**config.mk**
```make
export PLATFORM = sky130hd
export DESIGN_NAME = psmd_top
export DESIGN_NICKNAME = d
export VERILOG_FILES = /design/src/rtl/psmd_pkg.sv /design/src/rtl/psmd_sync2.sv /design/src/rtl/psmd_link_decode.sv /design/src/rtl/psmd_top.sv
export VERILOG_INCLUDE_DIRS = /design/src /design/src/rtl
export SDC_FILE = /design/constraint.sdc
export NUM_CORES = 1
export LEC_CHECK = 0
export BUFFER_PORTS_ARGS = -buffer_cell sky130_fd_sc_hd__buf_2
export CELL_PAD_IN_SITES_DETAIL_PLACEMENT = 0
export CELL_PAD_IN_SITES_GLOBAL_PLACEMENT = 1
export CORE_MARGIN = 4
export CORE_UTILIZATION = 33
export CTS_BUF_LIST = sky130_fd_sc_hd__clkbuf_4 sky130_fd_sc_hd__clkbuf_8 sky130_fd_sc_hd__clkbuf_16
export DETAILED_ROUTE_END_ITERATION = 12
export PLACE_DENSITY_LB_ADDON = 0.25
export RECOVER_POWER = 100
export SYNTH_ARGS = -nofsm -noshare
export SYNTH_HDL_FRONTEND = slang
export SYNTH_SLANG_ARGS = --single-unit
```
**constraint.sdc**
```tcl
create_clock -name CLOCK_IN -period 1.15 [get_ports CLOCK_IN]
set_clock_uncertainty 0.15 [all_clocks]
set_input_delay 0.23 -clock CLOCK_IN [delete_from_list [all_inputs] [get_ports CLOCK_IN]]
set_output_delay 0.23 -clock CLOCK_IN [all_outputs]
set_load 0.01 [all_outputs]
```
**src/rtl/psmd_params.svh**
```systemverilog
`ifndef PSMD_PARAMS_SVH
`define PSMD_PARAMS_SVH

// Bank one switch positions (1 = right/up)
`define PSMD_B1_NEG1_BIT     0
`define PSMD_B1_NEG2_BIT     1
`define PSMD_B1_LM0_BIT      5
`define PSMD_B1_LM1_BIT      6
`define PSMD_B1_LM2_BIT      7
// Bank two switch positions
`define PSMD_B2_LANE_A_BIT   0
`define PSMD_B2_LANE_B_BIT   1
`define PSMD_B2_PAUSE_BIT    2
`define PSMD_B2_SUBORD_BIT   3
// Bank width and reset (factory default) value
`define PSMD_BANK_W          8
`define PSMD_BANK_RST        8'h00
// Link-mode codes, bit0 = first link-mode switch
`define PSMD_LM_SEG          3'h0
`define PSMD_LM_PROP         3'h1
`define PSMD_LM_RFD_SEG      3'h2
`define PSMD_LM_RFD_PROP     3'h3
`define PSMD_LM_SFD          3'h4

`endif

```
**src/rtl/psmd_pkg.sv**
```systemverilog
package psmd_pkg;

   // One-hot decoded link mode
   typedef enum logic [4:0] {
      PSMD_LINK_SEGMENT   = 5'h01,
      PSMD_LINK_PROPAGATE = 5'h02,
      PSMD_RFD_SEGMENT    = 5'h04,
      PSMD_RFD_PROPAGATE  = 5'h08,
      PSMD_SYM_FAULT      = 5'h10
   } psmd_link_mode_t;

   // Pause flow-control arbitration state for fiber port two
   typedef enum logic [2:0] {
      PSMD_PS_IDLE   = 3'h1,
      PSMD_PS_HOLD   = 3'h2,
      PSMD_PS_SENT   = 3'h4
   } psmd_pause_state_t;

endpackage : psmd_pkg

```
**src/rtl/psmd_sync2.sv**
```systemverilog
`timescale 1ns/1ps
`include "psmd_params.svh"

// Two-stage synchroniser for a bank of static switches
module psmd_sync2 #(
   parameter int WIDTH = 8
) (
   input  wire logic             CLOCK_IN,
   input  wire logic             RESET_N_IN,
   input  wire logic [WIDTH-1:0] ASYNC_IN,
   output logic      [WIDTH-1:0] SYNC_OUT
);
   logic [WIDTH-1:0] meta_q;
   logic [WIDTH-1:0] meta_d;
   logic [WIDTH-1:0] sync_q;
   logic [WIDTH-1:0] sync_d;

   initial begin
      if (WIDTH < 1) $error("psmd_sync2: WIDTH must be positive");
   end

   always_comb begin
      meta_d = ASYNC_IN;
      sync_d = meta_q;
   end

   always_ff @(posedge CLOCK_IN) begin
      if (!RESET_N_IN) begin
         meta_q <= '0;
         sync_q <= '0;
      end else begin
         meta_q <= meta_d;
         sync_q <= sync_d;
      end
   end

   assign SYNC_OUT = sync_q;
endmodule : psmd_sync2

```
**src/rtl/psmd_link_decode.sv**
```systemverilog
`timescale 1ns/1ps
`include "psmd_params.svh"

// Three-switch link-mode code to one-hot mode
module psmd_link_decode
   import psmd_pkg::*;
(
   input  wire logic [2:0]      CODE_IN,
   output psmd_link_mode_t      MODE_OUT
);
   always_comb begin
      case (CODE_IN)
         `PSMD_LM_SEG:      MODE_OUT = PSMD_LINK_SEGMENT;
         `PSMD_LM_PROP:     MODE_OUT = PSMD_LINK_PROPAGATE;
         `PSMD_LM_RFD_SEG:  MODE_OUT = PSMD_RFD_SEGMENT;
         `PSMD_LM_RFD_PROP: MODE_OUT = PSMD_RFD_PROPAGATE;
         `PSMD_LM_SFD:      MODE_OUT = PSMD_SYM_FAULT;
         // Illegal combinations fall back to the safe mode
         default:           MODE_OUT = PSMD_LINK_SEGMENT;
      endcase
   end
endmodule : psmd_link_decode

```
**src/rtl/psmd_top.sv**
```systemverilog
`timescale 1ns/1ps
`include "psmd_params.svh"

module psmd_top
   import psmd_pkg::*;
(
   input  wire logic                   CLOCK_IN,
   input  wire logic                   RESET_N_IN,
   input  wire logic [`PSMD_BANK_W-1:0] BANK1_SW_IN,
   input  wire logic [`PSMD_BANK_W-1:0] BANK2_SW_IN,
   input  wire logic                   PORT2_PAUSE_RX_IN,
   input  wire logic                   BUFFER_CONGESTED_IN,
   input  wire logic                   PAUSE_SENT_IN,
   input  wire logic                   MASTER_ELECTED_IN,
   output logic                        PORT1_AUTO_NEGOTIATE_OUT,
   output logic                        PORT2_AUTO_NEGOTIATE_OUT,
   output logic                        PORT1_PAUSE_ADVERTISE_OUT,
   output logic                        PORT2_PAUSE_ADVERTISE_OUT,
   output logic                        PORT1_FULL_DUPLEX_OUT,
   output logic                        PORT2_FULL_DUPLEX_OUT,
   output logic                        LINK_SEGMENT_MODE_OUT,
   output logic                        LINK_PROPAGATE_MODE_OUT,
   output logic                        REMOTE_FAULT_DETECT_MODE_OUT,
   output logic                        SYMMETRIC_FAULT_DETECT_MODE_OUT,
   output logic                        BACKPLANE_LANE_A_OFF_OUT,
   output logic                        BACKPLANE_LANE_B_OFF_OUT,
   output logic                        PORT2_PAUSE_ENABLE_OUT,
   output logic                        PORT2_TX_HOLD_OUT,
   output logic                        PORT2_PAUSE_TX_REQ_OUT,
   output logic                        MASTERSHIP_AUTO_SELECT_OUT,
   output logic                        SUBORDINATE_ONLY_MODE_OUT,
   output logic                        MASTER_CLAIM_OUT
);

   // =====================================================
   // Switch, received-pause and congestion synchronisers
   // =====================================================
   logic [`PSMD_BANK_W-1:0] bank1_s;
   logic [`PSMD_BANK_W-1:0] bank2_s;
   logic                    rx_pause_s;
   logic                    congested_s;

   psmd_sync2 #(.WIDTH(`PSMD_BANK_W + `PSMD_BANK_W + 2)) u_sync (
      .CLOCK_IN   (CLOCK_IN),
      .RESET_N_IN (RESET_N_IN),
      .ASYNC_IN   ({BUFFER_CONGESTED_IN, PORT2_PAUSE_RX_IN, BANK2_SW_IN, BANK1_SW_IN}),
      .SYNC_OUT   ({congested_s, rx_pause_s, bank2_s, bank1_s})
   );

   // =====================================================
   // Link-mode decode
   // =====================================================
   logic [2:0]      lm_code_w;
   psmd_link_mode_t mode_w;

   assign lm_code_w = {bank1_s[`PSMD_B1_LM2_BIT], bank1_s[`PSMD_B1_LM1_BIT],
                       bank1_s[`PSMD_B1_LM0_BIT]};

   psmd_link_decode u_dec (
      .CODE_IN  (lm_code_w),
      .MODE_OUT (mode_w)
   );

   // =====================================================
   // Decoded settings, held between switch changes
   // =====================================================
   logic            an1_q;
   logic            an1_d;
   logic            an2_q;
   logic            an2_d;
   psmd_link_mode_t mode_q;
   psmd_link_mode_t mode_d;
   logic            lane_a_off_q;
   logic            lane_a_off_d;
   logic            lane_b_off_q;
   logic            lane_b_off_d;
   logic            pause_en_q;
   logic            pause_en_d;
   logic            subord_q;
   logic            subord_d;

   always_comb begin
      an1_d        = ~bank1_s[`PSMD_B1_NEG1_BIT];
      an2_d        = ~bank1_s[`PSMD_B1_NEG2_BIT];
      mode_d       = mode_w;
      lane_a_off_d = ~bank2_s[`PSMD_B2_LANE_A_BIT];
      lane_b_off_d = ~bank2_s[`PSMD_B2_LANE_B_BIT];
      pause_en_d   = bank2_s[`PSMD_B2_PAUSE_BIT];
      subord_d     = bank2_s[`PSMD_B2_SUBORD_BIT];
   end

   // Reset values equal the factory-default switch positions
   always_ff @(posedge CLOCK_IN) begin
      if (!RESET_N_IN) begin
         an1_q        <= 1'b1;
         an2_q        <= 1'b1;
         mode_q       <= PSMD_LINK_SEGMENT;
         lane_a_off_q <= 1'b1;
         lane_b_off_q <= 1'b1;
         pause_en_q   <= 1'b0;
         subord_q     <= 1'b0;
      end else begin
         an1_q        <= an1_d;
         an2_q        <= an2_d;
         mode_q       <= mode_d;
         lane_a_off_q <= lane_a_off_d;
         lane_b_off_q <= lane_b_off_d;
         pause_en_q   <= pause_en_d;
         subord_q     <= subord_d;
      end
   end

   // =====================================================
   // Port two pause flow control
   // =====================================================
   psmd_pause_state_t ps_q;
   psmd_pause_state_t ps_d;
   logic              hold_q;
   logic              hold_d;
   logic              ptx_q;
   logic              ptx_d;

   always_comb begin
      ps_d   = ps_q;
      hold_d = 1'b0;
      ptx_d  = 1'b0;
      case (ps_q)
         PSMD_PS_IDLE: begin
            if (pause_en_q && congested_s) begin
               ps_d  = PSMD_PS_HOLD;
               ptx_d = 1'b1;
            end
         end
         PSMD_PS_HOLD: begin
            // Request stands until the MAC reports the frame sent
            ptx_d = ~PAUSE_SENT_IN;
            if (PAUSE_SENT_IN) begin
               ps_d = PSMD_PS_SENT;
            end
         end
         PSMD_PS_SENT: begin
            // One pause per congestion episode; re-arm on clear
            if (!congested_s || !pause_en_q) begin
               ps_d = PSMD_PS_IDLE;
            end
         end
         default: ps_d = PSMD_PS_IDLE;
      endcase
      if (!pause_en_q) begin
         ps_d  = PSMD_PS_IDLE;
         ptx_d = 1'b0;
      end
      // Received pause stops our transmit; frames queue in the buffer
      hold_d = pause_en_q & rx_pause_s;
   end

   always_ff @(posedge CLOCK_IN) begin
      if (!RESET_N_IN) begin
         ps_q   <= PSMD_PS_IDLE;
         hold_q <= 1'b0;
         ptx_q  <= 1'b0;
      end else begin
         ps_q   <= ps_d;
         hold_q <= hold_d;
         ptx_q  <= ptx_d;
      end
   end

   // =====================================================
   // Mastership
   // =====================================================
   logic claim_q;
   logic claim_d;

   always_comb begin
      // Subordinate-only never claims, even if elected
      claim_d = ~subord_q & MASTER_ELECTED_IN;
   end

   always_ff @(posedge CLOCK_IN) begin
      if (!RESET_N_IN) begin
         claim_q <= 1'b0;
      end else begin
         claim_q <= claim_d;
      end
   end

   // =====================================================
   // Outputs
   // =====================================================
   assign PORT1_AUTO_NEGOTIATE_OUT        = an1_q;
   assign PORT2_AUTO_NEGOTIATE_OUT        = an2_q;
   assign PORT1_PAUSE_ADVERTISE_OUT       = an1_q;
   assign PORT2_PAUSE_ADVERTISE_OUT       = an2_q & pause_en_q;
   assign PORT1_FULL_DUPLEX_OUT           = 1'b1;
   assign PORT2_FULL_DUPLEX_OUT           = 1'b1;
   assign LINK_SEGMENT_MODE_OUT           = mode_q[0] | mode_q[2];
   assign LINK_PROPAGATE_MODE_OUT         = mode_q[1] | mode_q[3];
   assign REMOTE_FAULT_DETECT_MODE_OUT    = mode_q[2] | mode_q[3];
   assign SYMMETRIC_FAULT_DETECT_MODE_OUT = mode_q[4];
   assign BACKPLANE_LANE_A_OFF_OUT        = lane_a_off_q;
   assign BACKPLANE_LANE_B_OFF_OUT        = lane_b_off_q;
   assign PORT2_PAUSE_ENABLE_OUT          = pause_en_q;
   assign PORT2_TX_HOLD_OUT               = hold_q;
   assign PORT2_PAUSE_TX_REQ_OUT          = ptx_q;
   assign MASTERSHIP_AUTO_SELECT_OUT      = ~subord_q;
   assign SUBORDINATE_ONLY_MODE_OUT       = subord_q;
   assign MASTER_CLAIM_OUT                = claim_q;

   // =====================================================
   // Checks
   // =====================================================
   chk_negotiation_port_one: assert property (
      @(posedge CLOCK_IN) disable iff (!RESET_N_IN)
      ##3 (PORT1_AUTO_NEGOTIATE_OUT == !$past(BANK1_SW_IN[`PSMD_B1_NEG1_BIT], 3)))
      else $error("port one negotiation mismatch");

   chk_negotiation_port_two: assert property (
      @(posedge CLOCK_IN) disable iff (!RESET_N_IN)
      ##3 (PORT2_AUTO_NEGOTIATE_OUT == !$past(BANK1_SW_IN[`PSMD_B1_NEG2_BIT], 3)))
      else $error("port two negotiation mismatch");

   chk_pause_advertise_manual: assert property (
      @(posedge CLOCK_IN) disable iff (!RESET_N_IN)
      !PORT1_AUTO_NEGOTIATE_OUT |-> !PORT1_PAUSE_ADVERTISE_OUT)
      else $error("manual port advertises pause");

   chk_full_duplex_always: assert property (
      @(posedge CLOCK_IN) disable iff (!RESET_N_IN)
      PORT1_FULL_DUPLEX_OUT && PORT2_FULL_DUPLEX_OUT)
      else $error("fiber port not full duplex");

   chk_illegal_code_segment: assert property (
      @(posedge CLOCK_IN) disable iff (!RESET_N_IN)
      (bank1_s[`PSMD_B1_LM2_BIT] && (bank1_s[`PSMD_B1_LM0_BIT] || bank1_s[`PSMD_B1_LM1_BIT]))
      |=> (LINK_SEGMENT_MODE_OUT && !REMOTE_FAULT_DETECT_MODE_OUT))
      else $error("illegal link code not segment");

   chk_sym_fault_decode: assert property (
      @(posedge CLOCK_IN) disable iff (!RESET_N_IN)
      (lm_code_w == `PSMD_LM_SFD) |=> SYMMETRIC_FAULT_DETECT_MODE_OUT)
      else $error("symmetrical fault mode missed");

   chk_pause_off_quiet: assert property (
      @(posedge CLOCK_IN) disable iff (!RESET_N_IN)
      !$past(pause_en_q) |-> (!PORT2_PAUSE_TX_REQ_OUT && !PORT2_TX_HOLD_OUT))
      else $error("pause activity while disabled");

   chk_congestion_pause_tx: assert property (
      @(posedge CLOCK_IN) disable iff (!RESET_N_IN)
      (ps_q == PSMD_PS_IDLE && pause_en_q && congested_s) |=> PORT2_PAUSE_TX_REQ_OUT)
      else $error("congestion without pause request");

   chk_subordinate_no_claim: assert property (
      @(posedge CLOCK_IN) disable iff (!RESET_N_IN)
      $past(subord_q) |-> !MASTER_CLAIM_OUT)
      else $error("subordinate claimed mastership");

   chk_segment_code_decode: assert property (
      @(posedge CLOCK_IN) disable iff (!RESET_N_IN)
      (lm_code_w == `PSMD_LM_SEG) |=> (LINK_SEGMENT_MODE_OUT && !LINK_PROPAGATE_MODE_OUT &&
         !REMOTE_FAULT_DETECT_MODE_OUT && !SYMMETRIC_FAULT_DETECT_MODE_OUT))
      else $error("segment code not decoded");

   chk_propagate_code_decode: assert property (
      @(posedge CLOCK_IN) disable iff (!RESET_N_IN)
      (lm_code_w == `PSMD_LM_PROP) |=> (LINK_PROPAGATE_MODE_OUT && !LINK_SEGMENT_MODE_OUT &&
         !REMOTE_FAULT_DETECT_MODE_OUT && !SYMMETRIC_FAULT_DETECT_MODE_OUT))
      else $error("propagate code not decoded");

   chk_rfd_segment_decode: assert property (
      @(posedge CLOCK_IN) disable iff (!RESET_N_IN)
      (lm_code_w == `PSMD_LM_RFD_SEG) |=> (REMOTE_FAULT_DETECT_MODE_OUT &&
         LINK_SEGMENT_MODE_OUT && !LINK_PROPAGATE_MODE_OUT))
      else $error("fault detect with segment not decoded");

   chk_rfd_propagate_decode: assert property (
      @(posedge CLOCK_IN) disable iff (!RESET_N_IN)
      (lm_code_w == `PSMD_LM_RFD_PROP) |=> (REMOTE_FAULT_DETECT_MODE_OUT &&
         LINK_PROPAGATE_MODE_OUT && !LINK_SEGMENT_MODE_OUT))
      else $error("fault detect with propagate not decoded");

   chk_lane_a_isolation: assert property (
      @(posedge CLOCK_IN) disable iff (!RESET_N_IN)
      ##1 (BACKPLANE_LANE_A_OFF_OUT == !$past(bank2_s[`PSMD_B2_LANE_A_BIT])))
      else $error("backplane lane a state wrong");

   chk_lane_b_isolation: assert property (
      @(posedge CLOCK_IN) disable iff (!RESET_N_IN)
      ##1 (BACKPLANE_LANE_B_OFF_OUT == !$past(bank2_s[`PSMD_B2_LANE_B_BIT])))
      else $error("backplane lane b state wrong");

   chk_rx_pause_hold: assert property (
      @(posedge CLOCK_IN) disable iff (!RESET_N_IN)
      (pause_en_q && rx_pause_s) |=> PORT2_TX_HOLD_OUT)
      else $error("received pause did not hold transmit");

   chk_settings_held_stable: assert property (
      @(posedge CLOCK_IN) disable iff (!RESET_N_IN)
      $stable({bank1_s, bank2_s}) |=> $stable({an1_q, an2_q, mode_q, lane_a_off_q,
                                                lane_b_off_q, pause_en_q, subord_q}))
      else $error("settings moved without a switch change");

   chk_pause_request_stands: assert property (
      @(posedge CLOCK_IN) disable iff (!RESET_N_IN)
      (PORT2_PAUSE_TX_REQ_OUT && !PAUSE_SENT_IN && pause_en_q) |=> PORT2_PAUSE_TX_REQ_OUT)
      else $error("pause request dropped before sent");

   chk_elected_claims_mastership: assert property (
      @(posedge CLOCK_IN) disable iff (!RESET_N_IN)
      (!subord_q && MASTER_ELECTED_IN) |=> MASTER_CLAIM_OUT)
      else $error("elected module did not claim mastership");

endmodule : psmd_top

```
== Word-level counts from Yosys, hierarchy flattened ==
Cells that the tools add are included.
Widths: inputs -> output; s select.

* Register bits: 53
* Latch bits: 0
* Memory bits (writable): 0
* Memory bits (read-only): 0
* Logic and storage cells: 48
* Memories: 0

* Add/sub/neg operators: 0
* Multipliers: 0
* Divide/modulo/power cells: 0
* Order comparisons: 0
* Equal/unequal tests: 10
* Shift operators: 0
* Multiplexer cells: 7
* Bitwise operators: 12
* Reductions and logical operators: 6

{| class="wikitable"
|+ Operators by type and width
! cell !! count
|-
| $pmux 5 s4 || 1
|-
| $eq 3x2->1 const B || 3
|-
| $mux 3 || 3
|-
| $pmux 3 s3 || 1
|-
| $eq 3x1->1 const B || 2
|-
| $eq 3x3->1 const B || 2
|-
| $ne 2x2->1 const B || 3
|-
| $not 1->1 || 6
|-
| $and 1x1->1 || 3
|-
| $or 1x1->1 || 3
|-
| $reduce_and 3->1 || 1
|-
| $logic_not 1->1 || 2
|-
| $pmux 1 s2 || 1
|-
| $reduce_and 2->1 || 1
|-
| $logic_and 1x1->1 || 1
|-
| $logic_or 1x1->1 || 1
|-
| $mux 1 || 1
|}

== Logic depth before layout (Yosys ltp) ==
* Word-level depth: 4
* Mapped depth: 3

== By module ==
Synthesis repeated with hierarchy kept, for this count alone.

* Cells, all modules: 138
* Area total of the unflattened synthesis: 1639.1 um^2

{| class="wikitable"
|+ Modules (own cells, without submodules)
! module !! times used !! cells each !! area an instance (um^2) !! seq. area each (um^2)
|-
| psmd_sync2 || 1 || 75 || 1006.0 || 720.7
|-
| psmd_top || 1 || 57 || 585.6 || 340.3
|-
| psmd_link_decode || 1 || 6 || 47.5 || 0.0
|}

== Worst setup path before layout ==
No wires, ideal clock.

* Kind: register to register
* Start point: register ps_q[1]
* End point: register ptx_q (netlist: PORT2_PAUSE_TX_REQ_OUT)
* Library setup time: 86 ps
* Arrival: 918 ps
* Required time: 914 ps
* Slack: -4 ps
* Stages on the path, launching flop included: 3
* Buffers on the path: 0
* Period minus slack after synthesis: 1154 ps
* Cell sequence: dfxtp_1 or3b_1 a211oi_1

* Word-level cells in the longest chain between the ends: 2
* Elaborated cells between the ends (all ways): 3

{| class="wikitable"
|+ RTL lines
! what !! line !! text
|-
| start, declared || psmd_top.sv:116 || <nowiki>psmd_pause_state_t ps_q;</nowiki>
|-
| start signal, assigned || psmd_top.sv:163 || <nowiki>ps_q <= ps_d;</nowiki>
|-
| $eq 3x2->1 / $eq 3x1->1 (equally long branches) || psmd_top.sv:127 || <nowiki>case (ps_q)</nowiki>
|-
| $pmux 1 s2 * || psmd_top.sv:127 ||
|-
| end signal, assigned || psmd_top.sv:165 || <nowiki>ptx_q <= ptx_d;</nowiki>
|-
| end, declared || psmd_top.sv:120 || <nowiki>logic ptx_q;</nowiki>
|}

Mark *: on every way between the ends. The rest lies on a longest branch, timed or not.
A chain may end at the register's enable or synchronous reset.

== Worst setup path after layout ==
* Start point: register mode_q[2]
* End point: output REMOTE_FAULT_DETECT_MODE_OUT

* Word-level cells in the longest chain between the ends: 1

{| class="wikitable"
|+ RTL lines
! what !! line !! text
|-
| start, declared || psmd_top.sv:71 || <nowiki>psmd_link_mode_t mode_q;</nowiki>
|-
| start signal, assigned || psmd_top.sv:105 || <nowiki>mode_q <= mode_d;</nowiki>
|-
| $or 1x1->1 || psmd_top.sv:199 || <nowiki>assign REMOTE_FAULT_DETECT_MODE_OUT = mode_q[2] | mode_q[3];</nowiki>
|-
| end, declared || psmd_top.sv:23 || <nowiki>output logic REMOTE_FAULT_DETECT_MODE_OUT,</nowiki>
|}

No other way between the ends.

==> flow_summary_export.csv <==
group,metric,value,unit
run_status,status,"finished with violations",
run_status,violations,"negative setup slack",
layout,nFillCells,309,
detailed_routing,drc_errors,0,
placed_design,hpwl,1220,um
logic_synthesis,ys_ff_latch,39,
detailed_routing,first_pass_iters,2,
clock_tree,cts.clk_slew.worst_paths,0.11,ns
grt,antenna_found_initial,0,
worst_hold_path,holdPathStages,3,
grt,grt_usage,0.101,
clock_tree,clock_path_buffers,2,
layout,syn2layout_area_growth,42.8,%
placed_design,pre_cts_ws,-0.0700,ns
logic_synthesis,synth_compound_gate_area_share,0.0307,
detailed_routing,wl_per_cell,9.97,um
floorplanning,coreArea,3390,um^2
setup_path,critPathMaxFanout,2,
timing,setup_viol,13,
setup_path,crit_required,0.77,ns
logic_synthesis,synth_xor_area_frac,0,
layout,fin_cells,196,
setup_path,path_class,"flip-flop to output port",
grt,grt_pass1_vias,790,
clock_tree,root_buffer,"clkbuf_4",
timing,fmax,724,MHz
clock_tree,cts.sinks,39,
floorplanning,die_h,67.9,um
grt,grt_start_max_net_pins,17,
logic_synthesis,synth_top_family_by_area,"simple AND/OR/NAND/NOR gates",
timing,min_period,1.38,ns
layout,design_area,1690,um^2
floorplanning,pin_count,40,
timing,rsz0062_at_grt,"true",
detailed_routing,ant_nets,0,
detailed_routing,dr_wl_met2,871,um
placed_design,portBuffers,30,
clock_tree,cts_made_buffers,5,
pwr,ir_drop,0.846,mV
logic_synthesis,syn-instance-count,102,
logic_synthesis,ys_types,22,
floorplanning,die_area,4610,um^2
layout,diodes,0,
clock_tree,cts_tree,"done",
logic_synthesis,yosys.area_share.simple,0.271,
setup_path,worst_r2r_path_depth,2,
logic_synthesis,async_flop_share,0,
clock_tree,clk_latency,0.33,ns
placed_design,placed_cells,176,
detailed_routing,drt_iter0_markers,24,
pwr,leakage,0.717,nW
detailed_routing,wl_met1,892,um
logic_synthesis,synth_seq_area_share,0.660,
layout,fin_util,0.499,
layout,finalNetCount,172,
detailed_routing,top_layer,"met4",
floorplanning,initial_utilization,0.349,
placed_design,gp_congestion,0.677,
floorplanning,rows,21,
logic_synthesis,synthAdderAreaFrac,0,
grt,grt_pass1_wl,3370,um
detailed_routing,vias_per_cell,4.11,
setup_path,cp-start-kind,"flip-flop",
detailed_routing,vias,806,
detailed_routing,wl_met3,150,um
logic_synthesis,synth_edf_count,0,
clock_tree,htreeDepth,2,
logic_synthesis,synth_warnings,0,
layout,drive_gt1_frac,0.393,
timing,fin_crit_sh,1.20,
floorplanning,fp.dieW,67.9,um
logic_synthesis,netlist_area,1180,um^2
worst_hold_path,hold_class,"input port to flip-flop",
setup_path,arrival,1.00,ns
logic_synthesis,avgSynthCellArea,11.6,um^2
grt,grt_overflow,0,
logic_synthesis,muxShareOfSynthArea,0,
timing,drv_slew,0,
timing,hold_viol,0,
timing,fin_ws,-0.230,ns
pwr,p_per_area,1450,nW/um^2
detailed_routing,routed_wl,1960,um
placed_design,placed_cell_area,1390,um^2
setup_path,end_kind,"output port",
logic_synthesis,ys.flop_type,"dfxtp_1",
run,cap_violations,0,
==> layout make-up <==
| class | count | area (um^2) | area share |
|---|---|---|---|
| sequential | 39 | 795 | 0.470 |
| multi-input combinational | 56 | 387 | 0.229 |
| timing repair buffer | 47 | 373 | 0.221 |
| tap | 46 | 57.6 | 0.0340 |
| clock buffer | 6 | 45.0 | 0.0266 |
| clock inverter | 1 | 30.0 | 0.0178 |
| inverter | 1 | 3.75 | 0.00222 |
==> cells by family after synthesis <==
| group | Yosys count |
|---|---|
| AND/OR/NAND/NOR | 49 |
| flip-flops | 39 |
| buffers and inverters | 8 |
| AO/OA/AOI/OAI | 5 |
| other | 1 |
==> state kept, by name (all words and copies together), names as in the netlist, 3 cells and up <==
register and flops:
ps_q 3, u_sync.SYNC_OUT 11, u_sync.meta_q 11, mode_q 5
==> worst paths after layout <==
path,to,slack (ns),startpoint
setup / recovery,REMOTE_FAULT_DETECT_MODE_OUT,-0.23,mode_q[2]
setup reg to reg,ps_q[1],-0.02,ps_q[0]
hold / removal,ps_q[2],0.02,PAUSE_SENT_IN
hold reg to reg,BACKPLANE_LANE_A_OFF_OUT,0.23,u_sync.SYNC_OUT[8]
==> per-stage QoR <==
step	power [mW]	hold slack (ns)	TNS, ns
after floorplan	1.51	0.193	0
after global placement	1.55	0.199	-0.0434
after detailed placement	1.56	0.201	-0.180
after CTS	2.48	0.00788	-1.35
after global routing	2.56	0.0165	-2.03
final	2.45	0.0172	-1.15
==> routing by layer <==
layer  track usage  vias to the layer above
li1              -                      425
met1         0.110                      352
met2         0.160                       24
met3        0.0411                        5
met4        0.0670                        0
met5             0                        -
==> layout by cell type (no fill, tap or decap), types with 2 or more instances in the layout <==
cell | netlist | routed
dlygate4sd3_1 | 0 | 12
a211oi_2 | 0 | 2
buf_6 | 0 | 12
buf_4 | 3 | 2
and3_1 | 2 | 2
conb_1 | 1 | 2
buf_2 | 1 | 18
and2_0 | 0 | 7
and2_1 | 25 | 17
clkbuf_1 | 3 | 2
dfxtp_1 | 39 | 30
nand2_1 | 6 | 6
dfxtp_2 | 0 | 8
nor4bb_1 | 2 | 2
clkbuf_4 | 0 | 6
or2_4 | 0 | 3
and4bb_2 | 2 | 2
nand3b_1 | 3 | 3
==> power by group <==
group	total, mW	switching, mW	internal, mW	leakage, nW
registers	1.41	0.0174	1.40	0.321
clock network	0.873	0.401	0.472	0.0417
logic	0.161	0.0579	0.103	0.354
==> synthesized netlist by cell type (all sizes together), types with 2 or more instances <==
| library cell | count | share of area |
|---|---|---|
| dfxtp | 39 | 0.66 |
| and2 | 25 | 0.13 |
| nand2 | 6 | 0.019 |
| buf | 4 | 0.023 |
| a211oi | 3 | 0.019 |
| clkbuf | 3 | 0.0095 |
| nand3b | 3 | 0.019 |
| or2 | 3 | 0.016 |
| and3 | 2 | 0.011 |
| and4bb | 2 | 0.021 |
| nor4bb | 2 | 0.017 |
==> timing repair <==
item,4_1_cts,5_1_grt
pin swaps,5,1
endpoints found under the setup margin,19,19
setup buffers,0,1
endpoints found under the hold margin,12,0
hold buffers,12,0
resized for setup,26,6
==> critical path: stages (launching register included) <==
cell and delay [ns]:
dfxtp_2 0.33, or2_4 0.24, buf_6 0.12
Note: power is estimated with default switching activity, not from simulation.
